$ cat src/hdl/hsc_cfg.svh
// Constants of the halt and standby clock controller: timing, encodings, reset values.
// Assumes the including file is compiled after the package that holds the types.
`ifndef HSC_CFG_SVH
`define HSC_CFG_SVH

// Period of clk_i in nanoseconds (100 MHz).
`define HSC_CLK_PERIOD_NS  10
// Period of the generated clock output in nanoseconds.
`define HSC_TCC_NS         20
// clk_i cycles in one half period of the generated clock.
`define HSC_HALF_CYC       (`HSC_TCC_NS / 2 / `HSC_CLK_PERIOD_NS)
`define HSC_HALF_W         4
// Stop-mode warm-up: (2^14 + 2.5) clock periods, kept doubled as whole half periods.
`define HSC_WARM_TCC_X2    (2 * 16384 + 5)
`define HSC_WARM_CYC       (`HSC_WARM_TCC_X2 * `HSC_HALF_CYC)
`define HSC_WARM_W         16
`define HSC_WARM_RST       16'h0000
// T-states of the dummy cycle that follows a reset release.
`define HSC_DUMMY_T        2
`define HSC_DUMMY_W        2
`define HSC_DUMMY_RST      2'h0
// T-state encodings within a machine cycle.
`define HSC_T1             2'h0
`define HSC_T3             2'h2
`define HSC_T4             2'h3
`define HSC_T_STEP         2'h1
// Refresh address counter.
`define HSC_REF_W          7
`define HSC_REF_RST        7'h00
`define HSC_REF_STEP       7'h01
// Synchroniser reset value: all pins idle high, which selects run mode.
`define HSC_PIN_RST        5'h1F

`endif

$ cat src/hdl/hsc_pkg.sv
// Types shared by the halt and standby clock controller.
// Assumes nothing of its surroundings.
package hsc_pkg;

    // Standby selection, packed as {standby_select_a, standby_select_b}.
    typedef enum logic [1:0] {
        HSC_MODE_GATED_ALL  = 2'b00,
        HSC_MODE_GATED_CORE = 2'b01,
        HSC_MODE_STOP       = 2'b10,
        HSC_MODE_RUN        = 2'b11
    } hsc_mode_e;

    // Gray codes along reset, dummy, run, halt, gate, stop, warm-up.
    typedef enum logic [2:0] {
        HSC_ST_RST_HOLD = 3'b000,
        HSC_ST_DUMMY    = 3'b001,
        HSC_ST_RUN      = 3'b011,
        HSC_ST_HALT_NOP = 3'b010,
        HSC_ST_GATED    = 3'b110,
        HSC_ST_STOPPED  = 3'b111,
        HSC_ST_WARMUP   = 3'b101
    } hsc_state_e;

    // Asynchronous pins of the device, all active low except the selects.
    typedef struct packed {
        logic ext_reset_n;
        logic int_req_n;
        logic nmi_req_n;
        logic standby_select_a;
        logic standby_select_b;
    } hsc_pin_s;

endpackage : hsc_pkg

$ cat src/hdl/hsc_top.sv
// Halt and standby clock controller: clock gating, oscillator control, wake-up and reset.
// Assumes a core on clk_i that reports fetch cycles and a decoded halt opcode, and
// asynchronous pins that are synchronised here.
`timescale 1ns/10ps
`include "hsc_cfg.svh"

// Three-stage synchroniser; a change counts once the second and third stages agree.
module hsc_sync3 #(
    parameter int         W   = 1,
    parameter logic [W-1:0] RST = '0
) (
    input  wire logic         clk_i,
    input  wire logic         resetn_i,
    input  wire logic [W-1:0] d_i,
    output logic      [W-1:0] q_o
);
    logic [W-1:0] s1_ff;
    logic [W-1:0] s2_ff;
    logic [W-1:0] s3_ff;
    logic [W-1:0] q_ff;

    always_ff @(posedge clk_i) begin
        if (!resetn_i) begin
            s1_ff <= RST;
            s2_ff <= RST;
            s3_ff <= RST;
        end else begin
            s1_ff <= d_i;
            s2_ff <= s1_ff;
            s3_ff <= s2_ff;
        end
    end

    // Each bit follows only when the later two stages agree, so a single skewed sample never counts.
    always_ff @(posedge clk_i) begin
        if (!resetn_i) begin
            q_ff <= RST;
        end else begin
            for (int i = 0; i < W; i++) begin
                if (s2_ff[i] == s3_ff[i]) begin
                    q_ff[i] <= s3_ff[i];
                end
            end
        end
    end

    assign q_o = q_ff;
endmodule : hsc_sync3

// Summary of operation
// - Halt fetch drives halt low at T4 fall
// - Halted with clock running, keep executing NOPs
// - Run mode keeps both clocks running
// - First idle stops core and output clocks
// - Second idle stops core clock only
// - Stop mode stops oscillator and both clocks
// - Idle modes freeze clock at T4 low
// - Halted: sample requests at T4 rise
// - Maskable accepted only when low and enabled
// - Non-maskable edge sets latch; accept when set
// - Accepted interrupt starts response next cycle
// - Reset or request restarts gated core clock
// - First idle wake restarts output clock together
// - After idle wake run one NOP, regate
// - Stop wake: oscillator on, count warm-up first
// - After warm-up run NOP, sample at T4
// - Reset wake from stop skips warm-up
// - After reset: two-T dummy, fetch from zero
// - Reset in idle restarts clock, resumes zero
// - Fetch cycles drive refresh address onto bus
// - Not halted: clock supplied whatever the mode
module hsc_top #(
    parameter int WARMUP_CYC = `HSC_WARM_CYC
) (
    input  wire logic              clk_i,
    input  wire logic              resetn_i,
    input  wire hsc_pkg::hsc_pin_s pins_i,
    input  wire logic              fetch_cycle_i,
    input  wire logic              halt_decode_i,
    input  wire logic              int_enable_i,
    input  wire logic              nmi_taken_i,
    output logic                   halt_n_o,
    output logic                   phi_o,
    output logic                   phi_tick_o,
    output logic [1:0]             tstate_o,
    output logic                   clk_out_o,
    output logic                   osc_run_o,
    output logic                   core_reset_o,
    output logic                   fetch_zero_o,
    output logic                   int_ack_o,
    output logic                   nmi_ack_o,
    output logic                   opcode_fetch_cycle_n_o,
    output logic                   refresh_addr_en_o,
    output logic [`HSC_REF_W-1:0]  refresh_addr_o
);
    import hsc_pkg::*;

    localparam logic [`HSC_HALF_W-1:0]  HALF_LAST  = `HSC_HALF_W'(`HSC_HALF_CYC - 1);
    localparam logic [`HSC_WARM_W-1:0]  WARM_LAST  = `HSC_WARM_W'(WARMUP_CYC - 1);
    localparam logic [`HSC_DUMMY_W-1:0] DUMMY_LAST = `HSC_DUMMY_W'(`HSC_DUMMY_T - 1);

    hsc_pin_s                 pin_s;
    hsc_state_e               state_ff;
    hsc_state_e               nxt_state;
    hsc_mode_e                mode;
    hsc_mode_e                gate_mode_ff;
    logic [`HSC_HALF_W-1:0]   half_cnt_ff;
    logic                     phase_ff;
    logic [1:0]               tstate_ff;
    logic [`HSC_WARM_W-1:0]   warm_ff;
    logic [`HSC_DUMMY_W-1:0]  dummy_ff;
    logic [`HSC_REF_W-1:0]    ref_ff;
    logic                     nmi_prev_ff;
    logic                     nmi_lat_ff;
    logic                     halt_n_ff;
    logic                     phi_ff;
    logic                     clk_out_ff;
    logic                     osc_run_ff;
    logic                     fetch_zero_ff;
    logic                     int_ack_ff;
    logic                     nmi_ack_ff;
    logic                     rst_pin;
    logic                     int_req;
    logic                     nmi_fall;
    logic                     osc_on;
    logic                     run_clk;
    logic                     free_tick;
    logic                     half_tick;
    logic                     t_end;
    logic                     t4_begin;
    logic                     t4_fall;
    logic                     fetch_now;
    logic                     halt_fetch;
    logic                     nmi_acc;
    logic                     int_acc;
    logic                     wake_req;

    hsc_sync3 #(
        .W   ($bits(hsc_pin_s)),
        .RST (`HSC_PIN_RST)
    ) u_sync (
        .clk_i    (clk_i),
        .resetn_i (resetn_i),
        .d_i      (pins_i),
        .q_o      (pin_s)
    );

    assign mode     = hsc_mode_e'({pin_s.standby_select_a, pin_s.standby_select_b});
    assign rst_pin  = !pin_s.ext_reset_n;
    assign int_req  = !pin_s.int_req_n;
    assign nmi_fall = nmi_prev_ff && !pin_s.nmi_req_n;

    // The oscillator runs in every state but stop and stays on through the warm-up.
    assign osc_on  = (state_ff != HSC_ST_STOPPED);
    // Core clock runs outside the gated, stopped and warm-up states, whatever the selects say.
    assign run_clk = (state_ff == HSC_ST_RST_HOLD) || (state_ff == HSC_ST_DUMMY) ||
                     (state_ff == HSC_ST_RUN) || (state_ff == HSC_ST_HALT_NOP);

    assign free_tick = osc_on && (half_cnt_ff == HALF_LAST);
    assign half_tick = free_tick && run_clk;
    assign t_end     = half_tick && phase_ff;
    assign t4_begin  = t_end && (tstate_ff == `HSC_T3);
    assign t4_fall   = half_tick && !phase_ff && (tstate_ff == `HSC_T4);

    // Halt NOPs are opcode fetches too, so they carry refresh addresses as well.
    assign fetch_now  = (state_ff == HSC_ST_HALT_NOP) ||
                        ((state_ff == HSC_ST_RUN) && fetch_cycle_i);
    assign halt_fetch = (state_ff == HSC_ST_RUN) && fetch_cycle_i && halt_decode_i;

    // A pending non-maskable request takes precedence over a maskable one.
    assign nmi_acc = (state_ff == HSC_ST_HALT_NOP) && t4_begin && nmi_lat_ff;
    assign int_acc = (state_ff == HSC_ST_HALT_NOP) && t4_begin && !nmi_lat_ff &&
                     int_req && int_enable_i;
    // A maskable request level or a latched non-maskable edge wakes the clock; enable is judged only at the sampling point.
    assign wake_req = int_req || nmi_lat_ff;

    always_comb begin
        nxt_state = state_ff;
        case (state_ff)
            HSC_ST_RST_HOLD: begin
                if (!rst_pin && t_end) begin
                    nxt_state = HSC_ST_DUMMY;
                end
            end
            HSC_ST_DUMMY: begin
                if (t_end && (dummy_ff == DUMMY_LAST)) begin
                    nxt_state = HSC_ST_RUN;
                end
            end
            HSC_ST_RUN: begin
                if (t4_fall && halt_fetch) begin
                    case (mode)
                        HSC_MODE_RUN:  nxt_state = HSC_ST_HALT_NOP;
                        HSC_MODE_STOP: nxt_state = HSC_ST_STOPPED;
                        default:       nxt_state = HSC_ST_GATED;
                    endcase
                end
            end
            HSC_ST_HALT_NOP: begin
                if (nmi_acc || int_acc) begin
                    nxt_state = HSC_ST_RUN;
                end else if (t4_fall) begin
                    case (mode)
                        HSC_MODE_RUN:  nxt_state = HSC_ST_HALT_NOP;
                        HSC_MODE_STOP: nxt_state = HSC_ST_STOPPED;
                        default:       nxt_state = HSC_ST_GATED;
                    endcase
                end
            end
            HSC_ST_GATED: begin
                if (wake_req) begin
                    nxt_state = HSC_ST_HALT_NOP;
                end
            end
            HSC_ST_STOPPED: begin
                if (wake_req) begin
                    nxt_state = HSC_ST_WARMUP;
                end
            end
            HSC_ST_WARMUP: begin
                if (warm_ff == WARM_LAST) begin
                    nxt_state = HSC_ST_HALT_NOP;
                end
            end
            default: begin
                nxt_state = HSC_ST_RST_HOLD;
            end
        endcase
        // The reset pin overrides everything and never waits for the warm-up.
        if (rst_pin) begin
            nxt_state = HSC_ST_RST_HOLD;
        end
    end

    always_ff @(posedge clk_i) begin
        if (!resetn_i) begin
            state_ff <= HSC_ST_RST_HOLD;
        end else begin
            state_ff <= nxt_state;
        end
    end

    // Remember which idle mode gated the clock, so a select change while idle cannot glitch it.
    always_ff @(posedge clk_i) begin
        if (!resetn_i) begin
            gate_mode_ff <= HSC_MODE_RUN;
        end else if (t4_fall) begin
            gate_mode_ff <= mode;
        end
    end

    // Half-period divider; it idles at zero while the oscillator is off.
    always_ff @(posedge clk_i) begin
        if (!resetn_i || !osc_on) begin
            half_cnt_ff <= '0;
        end else if (free_tick) begin
            half_cnt_ff <= '0;
        end else begin
            half_cnt_ff <= half_cnt_ff + `HSC_HALF_W'(1);
        end
    end

    // Phase 0 is the high half of a T-state, phase 1 the low half; gating freezes at low.
    always_ff @(posedge clk_i) begin
        if (!resetn_i) begin
            phase_ff <= 1'b0;
        end else if (half_tick) begin
            phase_ff <= !phase_ff;
        end
    end

    always_ff @(posedge clk_i) begin
        if (!resetn_i) begin
            tstate_ff <= `HSC_T1;
        end else if ((state_ff == HSC_ST_RST_HOLD) || (state_ff == HSC_ST_DUMMY)) begin
            tstate_ff <= `HSC_T1;
        end else if (t_end) begin
            tstate_ff <= tstate_ff + `HSC_T_STEP;
        end
    end

    always_ff @(posedge clk_i) begin
        if (!resetn_i || (state_ff != HSC_ST_DUMMY)) begin
            dummy_ff <= `HSC_DUMMY_RST;
        end else if (t_end) begin
            dummy_ff <= dummy_ff + `HSC_DUMMY_W'(1);
        end
    end

    // Cleared in every state but warm-up, so each wake counts the full interval.
    always_ff @(posedge clk_i) begin
        if (!resetn_i || (state_ff != HSC_ST_WARMUP)) begin
            warm_ff <= `HSC_WARM_RST;
        end else begin
            warm_ff <= warm_ff + `HSC_WARM_W'(1);
        end
    end

    // Latch set wins over a clear arriving in the same cycle.
    always_ff @(posedge clk_i) begin
        if (!resetn_i) begin
            nmi_prev_ff <= 1'b1;
            nmi_lat_ff  <= 1'b0;
        end else begin
            nmi_prev_ff <= pin_s.nmi_req_n;
            if (nmi_fall) begin
                nmi_lat_ff <= 1'b1;
            end else if (nmi_acc || nmi_taken_i || rst_pin) begin
                nmi_lat_ff <= 1'b0;
            end
        end
    end

    always_ff @(posedge clk_i) begin
        if (!resetn_i) begin
            halt_n_ff <= 1'b1;
        end else if (rst_pin || nmi_acc || int_acc) begin
            halt_n_ff <= 1'b1;
        end else if (t4_fall && halt_fetch) begin
            halt_n_ff <= 1'b0;
        end
    end

    always_ff @(posedge clk_i) begin
        if (!resetn_i) begin
            int_ack_ff <= 1'b0;
            nmi_ack_ff <= 1'b0;
        end else begin
            int_ack_ff <= int_acc;
            nmi_ack_ff <= nmi_acc;
        end
    end

    always_ff @(posedge clk_i) begin
        if (!resetn_i) begin
            phi_ff <= 1'b1;
        end else if (half_tick) begin
            phi_ff <= phase_ff;
        end
    end

    // Outside the core-only idle the pin follows the core clock, so both restart together.
    always_ff @(posedge clk_i) begin
        if (!resetn_i) begin
            clk_out_ff <= 1'b1;
        end else if (run_clk) begin
            if (half_tick) begin
                clk_out_ff <= phase_ff;
            end
        end else if ((state_ff == HSC_ST_GATED) && (gate_mode_ff == HSC_MODE_GATED_CORE)) begin
            if (free_tick) begin
                clk_out_ff <= !clk_out_ff;
            end
        end else begin
            clk_out_ff <= 1'b0;
        end
    end

    always_ff @(posedge clk_i) begin
        if (!resetn_i) begin
            osc_run_ff    <= 1'b1;
            fetch_zero_ff <= 1'b0;
        end else begin
            osc_run_ff    <= (nxt_state != HSC_ST_STOPPED);
            fetch_zero_ff <= (state_ff == HSC_ST_DUMMY) && (nxt_state == HSC_ST_RUN);
        end
    end

    always_ff @(posedge clk_i) begin
        if (!resetn_i) begin
            ref_ff <= `HSC_REF_RST;
        end else if (t_end && fetch_now && (tstate_ff == `HSC_T4)) begin
            ref_ff <= ref_ff + `HSC_REF_STEP;
        end
    end

    assign halt_n_o               = halt_n_ff;
    assign phi_o                  = phi_ff;
    assign phi_tick_o             = t_end;
    assign tstate_o               = tstate_ff;
    assign clk_out_o              = clk_out_ff;
    assign osc_run_o              = osc_run_ff;
    assign core_reset_o           = (state_ff == HSC_ST_RST_HOLD) || (state_ff == HSC_ST_DUMMY);
    assign fetch_zero_o           = fetch_zero_ff;
    assign int_ack_o              = int_ack_ff;
    assign nmi_ack_o              = nmi_ack_ff;
    assign opcode_fetch_cycle_n_o = !(fetch_now && !tstate_ff[1]);
    // The refresh address owns the bus in the second half of every fetch.
    assign refresh_addr_en_o      = fetch_now && tstate_ff[1];
    assign refresh_addr_o         = ref_ff;

endmodule : hsc_top
$ cat config.mk
export PLATFORM = sky130hd
export DESIGN_NAME = hsc_top
export DESIGN_NICKNAME = d
export VERILOG_FILES = /design/src/hdl/hsc_pkg.sv /design/src/hdl/hsc_top.sv
export VERILOG_INCLUDE_DIRS = /design/src /design/src/hdl
export SDC_FILE = /design/constraint.sdc
export NUM_CORES = 1
export LEC_CHECK = 0
export BUFFER_PORTS_ARGS = -buffer_cell sky130_fd_sc_hd__clkbuf_2
export CORE_UTILIZATION = 34
export CTS_CLUSTER_SIZE = 14
export DETAILED_ROUTE_END_ITERATION = 8
export PLACE_DENSITY_LB_ADDON = 0.15
export SETUP_SLACK_MARGIN = 0.15
export SYNTH_ARGS = -nofsm -noshare
export SYNTH_HDL_FRONTEND = slang
export SYNTH_SLANG_ARGS = --single-unit
$ cat constraint.sdc
create_clock -name clk_i -period 2.7 [get_ports clk_i]
set_input_delay 0.27 -clock clk_i [delete_from_list [all_inputs] [get_ports clk_i]]
set_output_delay 0.27 -clock clk_i [all_outputs]
set_load 0.01 [all_outputs]
# Word level (Yosys, flattened, before mapping)
# Cells that the tools add are included.
# word_totals
ff_bits,66
elab_cells,126
# classes
n_addsub,5
eq_ne,25
muxes,17
bitwise,1
n_reduce_logical,53
# ops
cell,n
$mux 3,9
$logic_and 1x1->1,23
$pmux 3 s7,1
$add 16x1->16 const B,1
$eq 16x16->1 const B,1
$logic_or 1x1->1,13
$ne 3x3->1 const B,4
$logic_not 1->1,10
$eq 3x2->1 const B,3
$eq 3x3->1 const B,3
$eq 2x2->1 const B,4
$add 7x1->7 const B,1
$mux 1,6
$pmux 3 s2,1
$reduce_or 2->1,3
$eq 1x1->1,5
$add 2x1->2 const B,2
$add 4x1->4 const B,1
$eq 2x1->1 const B,2
$logic_not 4->1,1
$eq 3x1->1 const B,1
$logic_not 3->1,1
$ne 3x1->1 const B,1
$ne 2x1->1 const B,1
3 further kinds,3

# Logic depth before layout (Yosys ltp)
# Gate-level depths: netlist of run 1.
# depth
ltp_word,17
depth_mapped,8
ltp_nobuf,8

# Modules after synthesis
# A second synthesis of run 1 with hierarchy kept.
# hier_totals
hier_cells,292
area_unflattened_um2,2768.9
# by_module_without_submodules
module,n_inst,cells_per_inst,area_per_inst_um2
hsc_top,1,240,2149.6
hsc_sync3,1,52,619.3

# Worst setup path after synthesis of run 1
# No wires, ideal clock.
# synth_timing
kind,register to register
startpoint,register half_cnt_ff[0]
endpoint,register state_ff[0]
setup_ns,0.116
arrival_ns,1.830
t_required_ns,2.584
path_slack_ns,0.753
path_stages_with_launch,9
period_less_slack_ns,1.947
path_cell_list,dfxtp_1 -> inv_1 -> ha_1 -> nor4b_4 -> and3b_1 -> buf_4 -> a32o_1 -> or4_1 -> and4_1
# synth_between
elab_chain_cells,13
# synth_lines
element,line,source
from (decl),hsc_top.sv:107,logic [`HSC_HALF_W-1:0] half_cnt_ff;
from (signal assigned),hsc_top.sv:259,half_cnt_ff <= half_cnt_ff + `HSC_HALF_W'(1);
$logic_not 4->1 *,hsc_top.sv:159,assign free_tick = osc_on && (half_cnt_ff == HALF_LAST);
$logic_and 1x1->1 *,hsc_top.sv:159,
$logic_and 1x1->1 *,hsc_top.sv:160,assign half_tick = free_tick && run_clk;
$logic_and 1x1->1,hsc_top.sv:161,assign t_end = half_tick && phase_ff;
$logic_and 1x1->1,hsc_top.sv:162,assign t4_begin = t_end && (tstate_ff == `HSC_T3);
$logic_and 1x1->1,"hsc_top.sv:171, hsc_top.sv:172",
$logic_and 1x1->1 (2 in a row),hsc_top.sv:172,assign int_acc = (state_ff == HSC_ST_HALT_NOP) && t4_begin && !nmi_lat_ff &&
$logic_and 1x1->1,hsc_top.sv:173,int_req && int_enable_i;
$logic_or 1x1->1,hsc_top.sv:200,if (nmi_acc || int_acc) begin
$mux 3,hsc_top.sv:200,
$pmux 3 s7 *,hsc_top.sv:179,case (state_ff)
$mux 3 *,hsc_top.sv:230,if (rst_pin) begin
to (signal assigned),hsc_top.sv:239,state_ff <= nxt_state;
to (decl),hsc_top.sv:103,hsc_state_e state_ff;
# Every way passes the cells marked *; elsewhere a longest branch is shown, timed or not.
# A chain may end at the register's enable or synchronous reset.

# Final worst setup path of run 1
# layout_timing
startpoint,register half_cnt_ff[0]
endpoint,output port phi_tick_o
# layout_between
elab_chain_cells,4
# layout_lines
element,line,source
$logic_not 4->1,hsc_top.sv:159,
$logic_and 1x1->1,hsc_top.sv:159,
$logic_and 1x1->1,hsc_top.sv:160,
$logic_and 1x1->1,hsc_top.sv:161,
to (decl),hsc_top.sv:84,"output logic phi_tick_o,"
# No other way between the ends.

==> results.tsv, run 1 <==
metric	value	unit
DR pass1 iterations	4	
Crit Path Class	flop to primary output	
Leakage	1.28	nW
Root Driver	clkbuf_8	
placed wire-length estimate	3500	um
PostCTS Resize Cnt	0	
synthesized flop and latch total	66	
I/O Buffers	30	
setup TNS	0	ps
Final Skew	8.67	ps
multiplexer share of the synthesized area	1.11	%
syn nets	314	
CORE AREA	0.00769	sq mm
Die Y	91.1	um
Area Growth Syn to Fin	16.8	%
RSZ-0062 raised after global routing	no	
Final setup viols	0	
vias in the first global route	1963	
Power Dens Cells	599	mW/mm^2
switch share	23.5	%
clock buffer depth	2	
Die X	91.1	um
vias per cell	4.69	
status	completed	
Routed WL	5040	um
remaining global-route overflow	0	
Seq/Total Area, Yosys	49.0	%
Post-CTS Setup Repair Bufs	0	
Logic pwr share	2.9	%
RD Place Congestion	0.758	
post-synthesis cell area	0.00270	sq mm
Starting Density	35.1	%
WP data arrival	1940	ps
# rows	32	
maxcap violations	0	
first-pass GRT wire length	8670	um
Clock Latency Late Sink	340	ps
final core utilization	41.0	%
# IOs	31	
complex-gate fraction of the synthesized area	8.21	%
Placed Instance Area	0.00295	sq mm
CTS Buf Count	9	
top cells by area, synth	dfxtp_1, nand2b_1, xor2_1	
largest family of logic cells by synthesized area	simple AND/OR/NAND/NOR gates	
Sequential Power Share	52.8	%
Post-Synth Adder-Cell Area	3.71	%
CTS tree	yes	
critical-path maximum fanout	10	
Design Power	1.89	mW
GRT Util Overall	13.3	%
WL per Instance	11.6	um
largest net degree at the start of global routing	45	
drt drc	0	
number of warning messages in the yosys log	0	
peak supply drop	0.342	mV
Synth area leader	dfxtp_1	
share of total power in the clock network	44.3	%
P_int	1.45	mW
min cycle time layout	2210	ps
CP Launch Type	flop	
post-synth top area share	49.0	%
Final Max Slew Viols	0	
htree depth	3	
Starting DRT DRC Count	108	
FMAX	0.452	GHz
Final Non-Filler Cells	435	
Tcrit/Tclk final	82.0	%
ant diodes	0	
Post-Place Cells	419	
Max-slew headroom	55.6	%
worst path required time	2430	ps
post-route cell area	0.00315	sq mm
HP Class	input pin to flop	
cts hold-fix bufs	0	
CP endpoint kind	primary output	
initial antenna violation count	0	
share of cells above drive strength 1	15.3	%
antenna viol nets, final	0	
clock sinks	66	
die area	0.00829	sq mm
count of cell types in the netlist	42	
Avg Inst Size Synth	9.14	sq um
Final Hold Fails	0	
Vias	2040	
Psw	0.444	mW
Synth Area in Simple Gates	28.0	%
Clock Pin Slew Worst Setup and Hold Paths	80	ps
Mapped Cells	295	
XOR/XNOR Fraction of Synth Area	6.49	%
NumNets Final	347	
Worst-Margin Slew	663	ps
reg-to-reg slack, setup	570	ps
## flip-flops by register name, summed over array words and instances, names as in the netlist, 3 cells and up
name	count
u_sync.s3_ff	5
u_sync.q_o	5
u_sync.s2_ff	5
refresh_addr_o	7
warm_ff	16
u_sync.s1_ff	5
state_ff	3
half_cnt_ff	4
## critical path, stage by stage, from the launching register on
cell and delay, ps:
dfxtp_1 380, inv_1 60, ha_1 200, nor4b_4 140, nand2_1 280, clkinv_1 330, clkbuf_2 220
## cell families (layout without fill, tap and decap cells)
family          count (synthesis)  in the layout
buf+inv                        23             61
simple gates                  138            138
mux                             3              3
compound gates                 37             37
fa+ha+maj                       8              8
xor+xnor                       20             20
flops                          66             66
## per-stage QoR
stage / worst slack, ps / hold slack (ps)
CTS: 439 / 80.6
global route: 265 / 89.3
finish: 487 / 102
global placement: 622 / 389
floorplan: 753 / 371
detailed placement: 587 / 391
## power groups by stage
stage	combinational (mW)	clock, mW	sequential [mW]
floorplan	0.0381	0	1.02
global placement	0.0550	0	1.02
detailed placement	0.0555	0	1.02
CTS	0.0555	0.870	0.998
global route	0.0617	0.910	1.00
finish	0.0541	0.837	0.998
## per-layer routing
metal | share of wire, % | track usage (%)
met1 | 50 | 16.1
met2 | 45 | 21.0
met3 | 4.0 | 4.10
met4 | 1.7 | 7.01
met5 | 0 | 0
## layout by cell type, fill, tap and decap left out, drive strengths merged, types with 6 or more instances in the layout
cell,instances
dfxtp,66
clkbuf,39
and3,9
nand3,13
o21ai,15
ha,8
a21oi,10
nor2,32
nand2b,21
inv,12
xor2,15
clkinv,6
nand2,23
and2,6
## path summary, 6_finish.rpt
kind,startpoint,to,depth (start not counted)
max,half_cnt_ff[0],phi_tick_o,6
min,pins_i[0],u_sync.s1_ff[0],2
max reg2reg,half_cnt_ff[0],state_ff[0],7
min reg2reg,u_sync.s1_ff[3],u_sync.s2_ff[3],1
## layout make-up
class                           instances  area [sq um]
Fill cell                             810          4540
Sequential cell                        66          1320
Multi-Input combinational cell        206          1280
Timing Repair Buffer                   33           173
Tap cell                              102           128
Clock buffer                            9           124
Clock inverter                          7          78.8
Inverter                               12          45.0
## Yosys cell counts
cell type  instances
o211a_1            1
or3b_2             1
nor2_1            32
dfxtp_1           66
a41o_1             1
a31oi_1            1
nand4b_1           3
and3b_1            1
nor4b_1            3
o211ai_1           2
a21boi_0           2
a32o_1             1
a211oi_1           2
and3_1             9
nor4b_4            1
or4_1              1
xnor2_1            5
or3_1              3
nand3_1           13
a21oi_1           10
buf_2              3
nand4_1            5
nor2b_1            5
xor2_1            15
mux2i_1            3
a41oi_1            1
nor3b_1            1
clkinv_1           1
and4_1             2
inv_1             11
buf_4              1
nor3_1             3
and4b_1            1
nand2b_1          21
nand3b_1           1
o21ai_0           15
and2_1             6
clkbuf_1           7
nand2_1           23
o22ai_1            1
ha_1               8
nor4_1             3
Power figures use the tool's default switching activity.
==> inputs of run 2 (changes only) <==
==> constraint.sdc (replaced) <==
create_clock -name clk_i -period 2.1 [get_ports clk_i]
set_input_delay 0.21 -clock clk_i [delete_from_list [all_inputs] [get_ports clk_i]]
set_output_delay 0.21 -clock clk_i [all_outputs]
set_load 0.01 [all_outputs]
==> run 2 against run 1 <==
Against the previous run:
- global-route usage grew 0.89 points
- cell area grew 4.8%
- flip-flop and latch count is the same
- clock power grew 34%
- clock skew grew 1.7 ps
- worst hold slack lost 70 ps
- largest power group unchanged
==> results.tsv, run 2 (synthesis gave the netlist of run 1 again) <==
metric	value	unit	change
status	completed		
met3 WL	157	um	-23%
Final Max Slew Viols	0		unchanged
die area	0.00829	sq mm	unchanged
CTS tree	yes		
Die X	91.1	um	unchanged
first-pass GRT wire length	9140	um	+5.4%
WL per Instance	11.9	um	+3.2%
Clock Latency Late Sink	350	ps	about the same
Tcrit/Tclk final	92.3	%	
peak supply drop	0.325	mV	-5.0%
Starting Density	35.1	%	unchanged
CP endpoint kind	flop		
most frequent cells in the layout	dfxtp_1, nor2_1, clkbuf_2, nand2_1, nand2b_1		
clock buffer depth	2		unchanged
# rows	32		unchanged
placed wire-length estimate	3680	um	+5.0%
WHS	32.3	ps	-70.1 ps
RSZ-0062 raised after global routing	yes		
Design Power	2.49	mW	+32%
initial antenna violation count	0		unchanged
Post-Place Cells	428		+2.1%
Area Growth Syn to Fin	22.4	%	
slowest stage delay, CP	470	ps	+90 ps
Clock Pin Slew Worst Setup and Hold Paths	80	ps	about the same
# IOs	31		unchanged
setup TNS	0	ps	unchanged
drt drc	0		unchanged
Routed WL	5380	um	+6.7%
I/O Buffers	30		unchanged
clock sinks	66		unchanged
WL met1	2660	um	+6.3%
Root Driver	clkbuf_8		
NumNets Final	362		+4.3%
HP Class	input pin to flop		
Starting DRT DRC Count	69		-36%
Final Skew	10.4	ps	+1.75 ps
Power Dens Cells	753	mW/mm^2	+26%
Die Y	91.1	um	unchanged
Final setup viols	0		unchanged
CTS Buf Count	9		unchanged
vias per cell	4.66		-0.63%
Final Non-Filler Cells	450		+3.4%
min cycle time layout	1940	ps	
GRT Util Overall	14.1	%	+0.89 points
antenna viol nets, final	0		unchanged
CORE AREA	0.00769	sq mm	unchanged
Max Used Layer	met4		
max reg flops	16		unchanged
ant diodes	0		unchanged
final core utilization	43.0	%	+2.0 points
share of cells above drive strength 1	22.1	%	+6.8 points
Max-slew headroom	71.1	%	+16 points
Vias	2097		+2.8%
Final Hold Fails	0		unchanged
most flop-heavy register	warm_ff		
htree depth	3		unchanged
met2 wire length	2440	um	+8.6%
Leakage	1.36	nW	+6.0%
worst path required time	2350	ps	-80 ps
largest net degree at the start of global routing	45		unchanged
slowest CP cell	or4_4		
critical-path maximum fanout	3		-7
Worst-Margin Slew	433	ps	-230 ps
maxcap violations	0		unchanged
DR pass1 iterations	4		unchanged
CP Launch Type	flop		
commonest non-fill, non-tap cell in the layout	dfxtp_1		
RD Place Congestion	0.757		about the same
WP data arrival	2190	ps	+250 ps
Crit Path Class	flop to flop		
critical-path cell list	inv_1 > ha_2 > nor4b_4 > and3b_2 > a32o_1 > or4_4 > and4_1		
FMAX	0.516	GHz	
remaining global-route overflow	0		unchanged
vias in the first global route	1971		+0.41%
## run 2: cell count changes in the layout (fill, tap and decap cells not counted), sizes merged
cell | previous run | this run
buf | 3 | 18
clkinv | 6 | 1
clkinvlp | 0 | 1
inv | 12 | 16
## run 2: what timing repair did
action / CTS / global route
setup endpoints to repair: 2 / 7
hold buffers: 0 / 0
gates resized for setup: 4 / 7
setup buffers: 2 / 4
gates cloned: 0 / 0
pin swaps: 3 / 4
## run 2: cell type report
| type | instances | area (sq um) |
|---|---|---|
| clock buffers | 9 | 124 |
| clock inverters | 7 | 83.8 |
| fillers | 799 | 4380 |
| inverters | 12 | 45.0 |
| multi-input cells | 206 | 1310 |
| flip-flops and latches | 66 | 1320 |
| well taps | 102 | 128 |
| repair buffers | 48 | 285 |
## run 2: routing by layer
| metal | global-route usage, % | vias up |
|---|---|---|
| met4 | 7.94 | 0 |
| met2 | 22.3 | 34 |
| met3 | 3.43 | 10 |
| met5 | 0 | - |
| li1 | - | 1097 |
| met1 | 17.7 | 956 |
## run 2: path summary, 6_finish.rpt
kind	start	endpoint	slack (ps)	depth (start not counted)
worst max-delay path	half_cnt_ff[0]	state_ff[0]	160	7
worst min-delay path	pins_i[0]	u_sync.s1_ff[0]	30	2
worst max register to register	half_cnt_ff[0]	state_ff[0]	160	7
worst min register to register	u_sync.s1_ff[4]	u_sync.s2_ff[4]	410	1
## run 2: critical path: cells and delay by family, from the launching register on
| kind | cells | cell delay (ps) |
|---|---|---|
| AOI/OAI and AO/OA | 1 | 220 |
| adders and majority gates | 1 | 180 |
| buffers and inverters | 1 | 40 |
| DFF | 1 | 340 |
| and+or+nand+nor | 4 | 1050 |
## run 2: where the power goes
group | total, mW | switching (mW) | internal [mW]
Sequential | 1.28 | 0.00930 | 1.27
Combinational | 0.0894 | 0.0480 | 0.0415
Clock | 1.12 | 0.549 | 0.570
Total | 2.49 | 0.606 | 1.88
## run 2: stage by stage
step / worst slack [ps] / area [sq um]
6_report: 163 / 3300
4_1_cts: 151 / 3250
3_5_place_dp: 109 / 3020
2_1_floorplan: 153 / 2700
5_1_grt: 106 / 3300
3_3_place_gp: 162 / 3020
==> inputs of run 3 (changes only) <==
--- a/config.mk
+++ b/config.mk
@@ -7,6 +7,7 @@
 export NUM_CORES = 1
 export LEC_CHECK = 0
 export BUFFER_PORTS_ARGS = -buffer_cell sky130_fd_sc_hd__clkbuf_2
+export CORE_ASPECT_RATIO = 0.6
 export CORE_UTILIZATION = 34
 export CTS_CLUSTER_SIZE = 14
 export DETAILED_ROUTE_END_ITERATION = 8
==> run 3 against run 2 <==
Against the previous run:
- clock skew fell by 4.4 ps
- cell count rose by 1.3%
- setup slack got worse by 8.5 ps
- first-iteration DRC count rose by 150%
- maximum frequency fell by 0.44%
- highest routed layer unchanged
- via count rose by 1.6%
- sequential share of layout area fell by 1.4 points
- non-clock buffer count rose by 4
- critical path depth did not move
- cell area rose by 3.5%
- count of clock-buffer cells in the layout rose by 2
==> results.tsv, run 3 (synthesis gave the netlist of run 1 again) <==
metric	value	unit	change
Tcrit/Tclk final	92.7	%	+0.41 points
placed wire-length estimate	4040	um	+9.8%
Leakage	1.42	nW	+4.0%
WL met1	3300	um	+24%
die area	0.00831	sq mm	+0.14%
Clock Pin Slew Worst Setup and Hold Paths	50	ps	-30 ps
Routed WL	5820	um	+8.3%
WHS Path Cells	2		unchanged
Max-slew headroom	71.9	%	+0.77 points
clock buffer depth	2		unchanged
Clock Latency Late Sink	330	ps	-20 ps
Area Growth Syn to Fin	26.8	%	
vias per cell	4.67		+0.28%
HP Class	input pin to flop		
critical-path cell list	inv_1 > ha_2 > nor4b_4 > and3b_2 > a32o_1 > or4_4 > and4_1		
cts hold-fix bufs	0		unchanged
CTS Buf Count	9		unchanged
peak supply drop	0.464	mV	+43%
Starting Density	36.1	%	+0.99 points
R2R cell count	7		unchanged
Hold Path End	u_sync.s1_ff[2]		
WP data arrival	2170	ps	-20 ps
Final Non-Filler Cells	456		+1.3%
Logic pwr share	3.6	%	about the same
most frequent cells in the layout	dfxtp_1, nor2_1, clkbuf_2, nand2_1, buf_4		
switch share	20.7	%	-3.6 points
vias in the first global route	1926		-2.3%
Worst-Margin Slew	420	ps	-13.7 ps
R2R Path Start	half_cnt_ff[1]		
remaining global-route overflow	0		unchanged
P_int	2.24	mW	+19%
CORE AREA	0.00748	sq mm	-2.7%
Starting DRT DRC Count	171		+150%
fill cell count	713		-11%
clock sinks	66		unchanged
crit path buf inv count	1		unchanged
Vias	2131		+1.6%
Placed Instance Area	0.00302	sq mm	about the same
FMAX	0.514	GHz	-0.44%
NumNets Final	366		+1.1%
Psw	0.585	mW	-3.5%
post-route cell area	0.00342	sq mm	+3.5%
setup TNS	0	ps	unchanged
CP top delay family	simple AND/OR/NAND/NOR gates		
CTS tree	yes		
# rows	24		-25%
met2 wire length	2080	um	-15%
Final Hold Fails	0		unchanged
CP endpoint kind	flop		
# IOs	31		unchanged
Setup WS pre-CTS	89.1	ps	-20.3 ps
reg-to-reg slack, setup	150	ps	about the same
slowest CP cell	or4_4		
Power Dens Cells	825	mW/mm^2	+9.6%
Max Used Layer	met4		
most flop-heavy register	warm_ff		
Design Power	2.82	mW	+13%
RSZ-0062 raised after global routing	yes		
Die Y	71.0	um	-22%
status	completed		
Final Skew	5.98	ps	-4.43 ps
slowest stage delay, CP	480	ps	about the same
drt drc	0		unchanged
Post-Place Cells	430		+0.47%
GRT Util Overall	15.9	%	+1.8 points
hold_sp	pins_i[2]		
worst path required time	2320	ps	-30 ps
RD Place Congestion	0.814		+7.6%
commonest non-fill, non-tap cell in the layout	dfxtp_1		
Root Driver	clkbuf_16		
Final WS setup	154	ps	-8.51 ps
WL per Instance	12.8	um	+6.9%
min cycle time layout	1950	ps	+8.51 ps
Final Max Slew Viols	0		unchanged
critical-path maximum fanout	3		unchanged
initial antenna violation count	0		unchanged
Sequential Power Share	45.5	%	-5.9 points
Critical R2R Capture	state_ff[0]		
largest net degree at the start of global routing	27		-40%
share of cells above drive strength 1	22.2	%	+0.033 points
ant diodes	0		unchanged
htree depth	3		unchanged
maxcap violations	0		unchanged
DR pass1 iterations	4		unchanged
I/O Buffers	30		unchanged
share of total power in the clock network	50.9	%	+5.9 points
Final setup viols	0		unchanged
met3 WL	321	um	+100%
Die X	117	um	+28%
Crit Path Class	flop to flop		
antenna viol nets, final	0		unchanged
max reg flops	16		unchanged
first-pass GRT wire length	9680	um	+5.9%
CP Launch Type	flop		
==> run 3: what timing repair did <==
item,4_1_cts,5_1_grt
buffers inserted,4,6
endpoints found under the setup margin,2,5
pin swaps,2,4
gates resized for setup,4,9
==> run 3: area by class of cell <==
cell class,count,area (sq um),area share (%)
clock buffers,11,233,6.81
flip-flops and latches,66,1320,38.7
clock inverters,5,55.1,1.61
inverters,12,45.0,1.32
well taps,104,130,3.81
multi-input cells,206,1310,38.3
repair buffers,52,322,9.40
==> run 3: stage by stage <==
stage,util [%],hold WS [ps]
after floorplan,-,311
after global placement,40.4,392
after detailed placement,40.4,393
after CTS,44.7,44.8
after global routing,45.7,50.2
final,45.7,55.2
==> run 3: power by group through the flow <==
stage	logic [mW]	registers, mW	clock network, mW
2_1_floorplan	0.0490	1.31	0
3_3_place_gp	0.0831	1.31	0
3_5_place_dp	0.0840	1.31	0
4_1_cts	0.0846	1.28	1.47
5_1_grt	0.110	1.28	1.54
6_report	0.100	1.28	1.44
==> run 3: worst max path at each step <==
| stage | start | to | depth (start not counted) |
|---|---|---|---|
| final | half_cnt_ff[1] | state_ff[0] | 7 |
| after detailed placement | half_cnt_ff[0] | state_ff[0] | 7 |
| after CTS | half_cnt_ff[1] | phi_tick_o | 7 |
| after global placement | half_cnt_ff[0] | refresh_addr_o[6] | 8 |
| after floorplan | half_cnt_ff[0] | state_ff[0] | 8 |
| after global routing | half_cnt_ff[1] | state_ff[0] | 7 |
==> run 3: per-layer routing <==
| metal | vias up | GRT usage, % |
|---|---|---|
| met5 | - | 0 |
| met4 | 0 | 8.86 |
| met3 | 11 | 5.14 |
| met2 | 45 | 17.9 |
| met1 | 968 | 25.1 |
| li1 | 1107 | - |
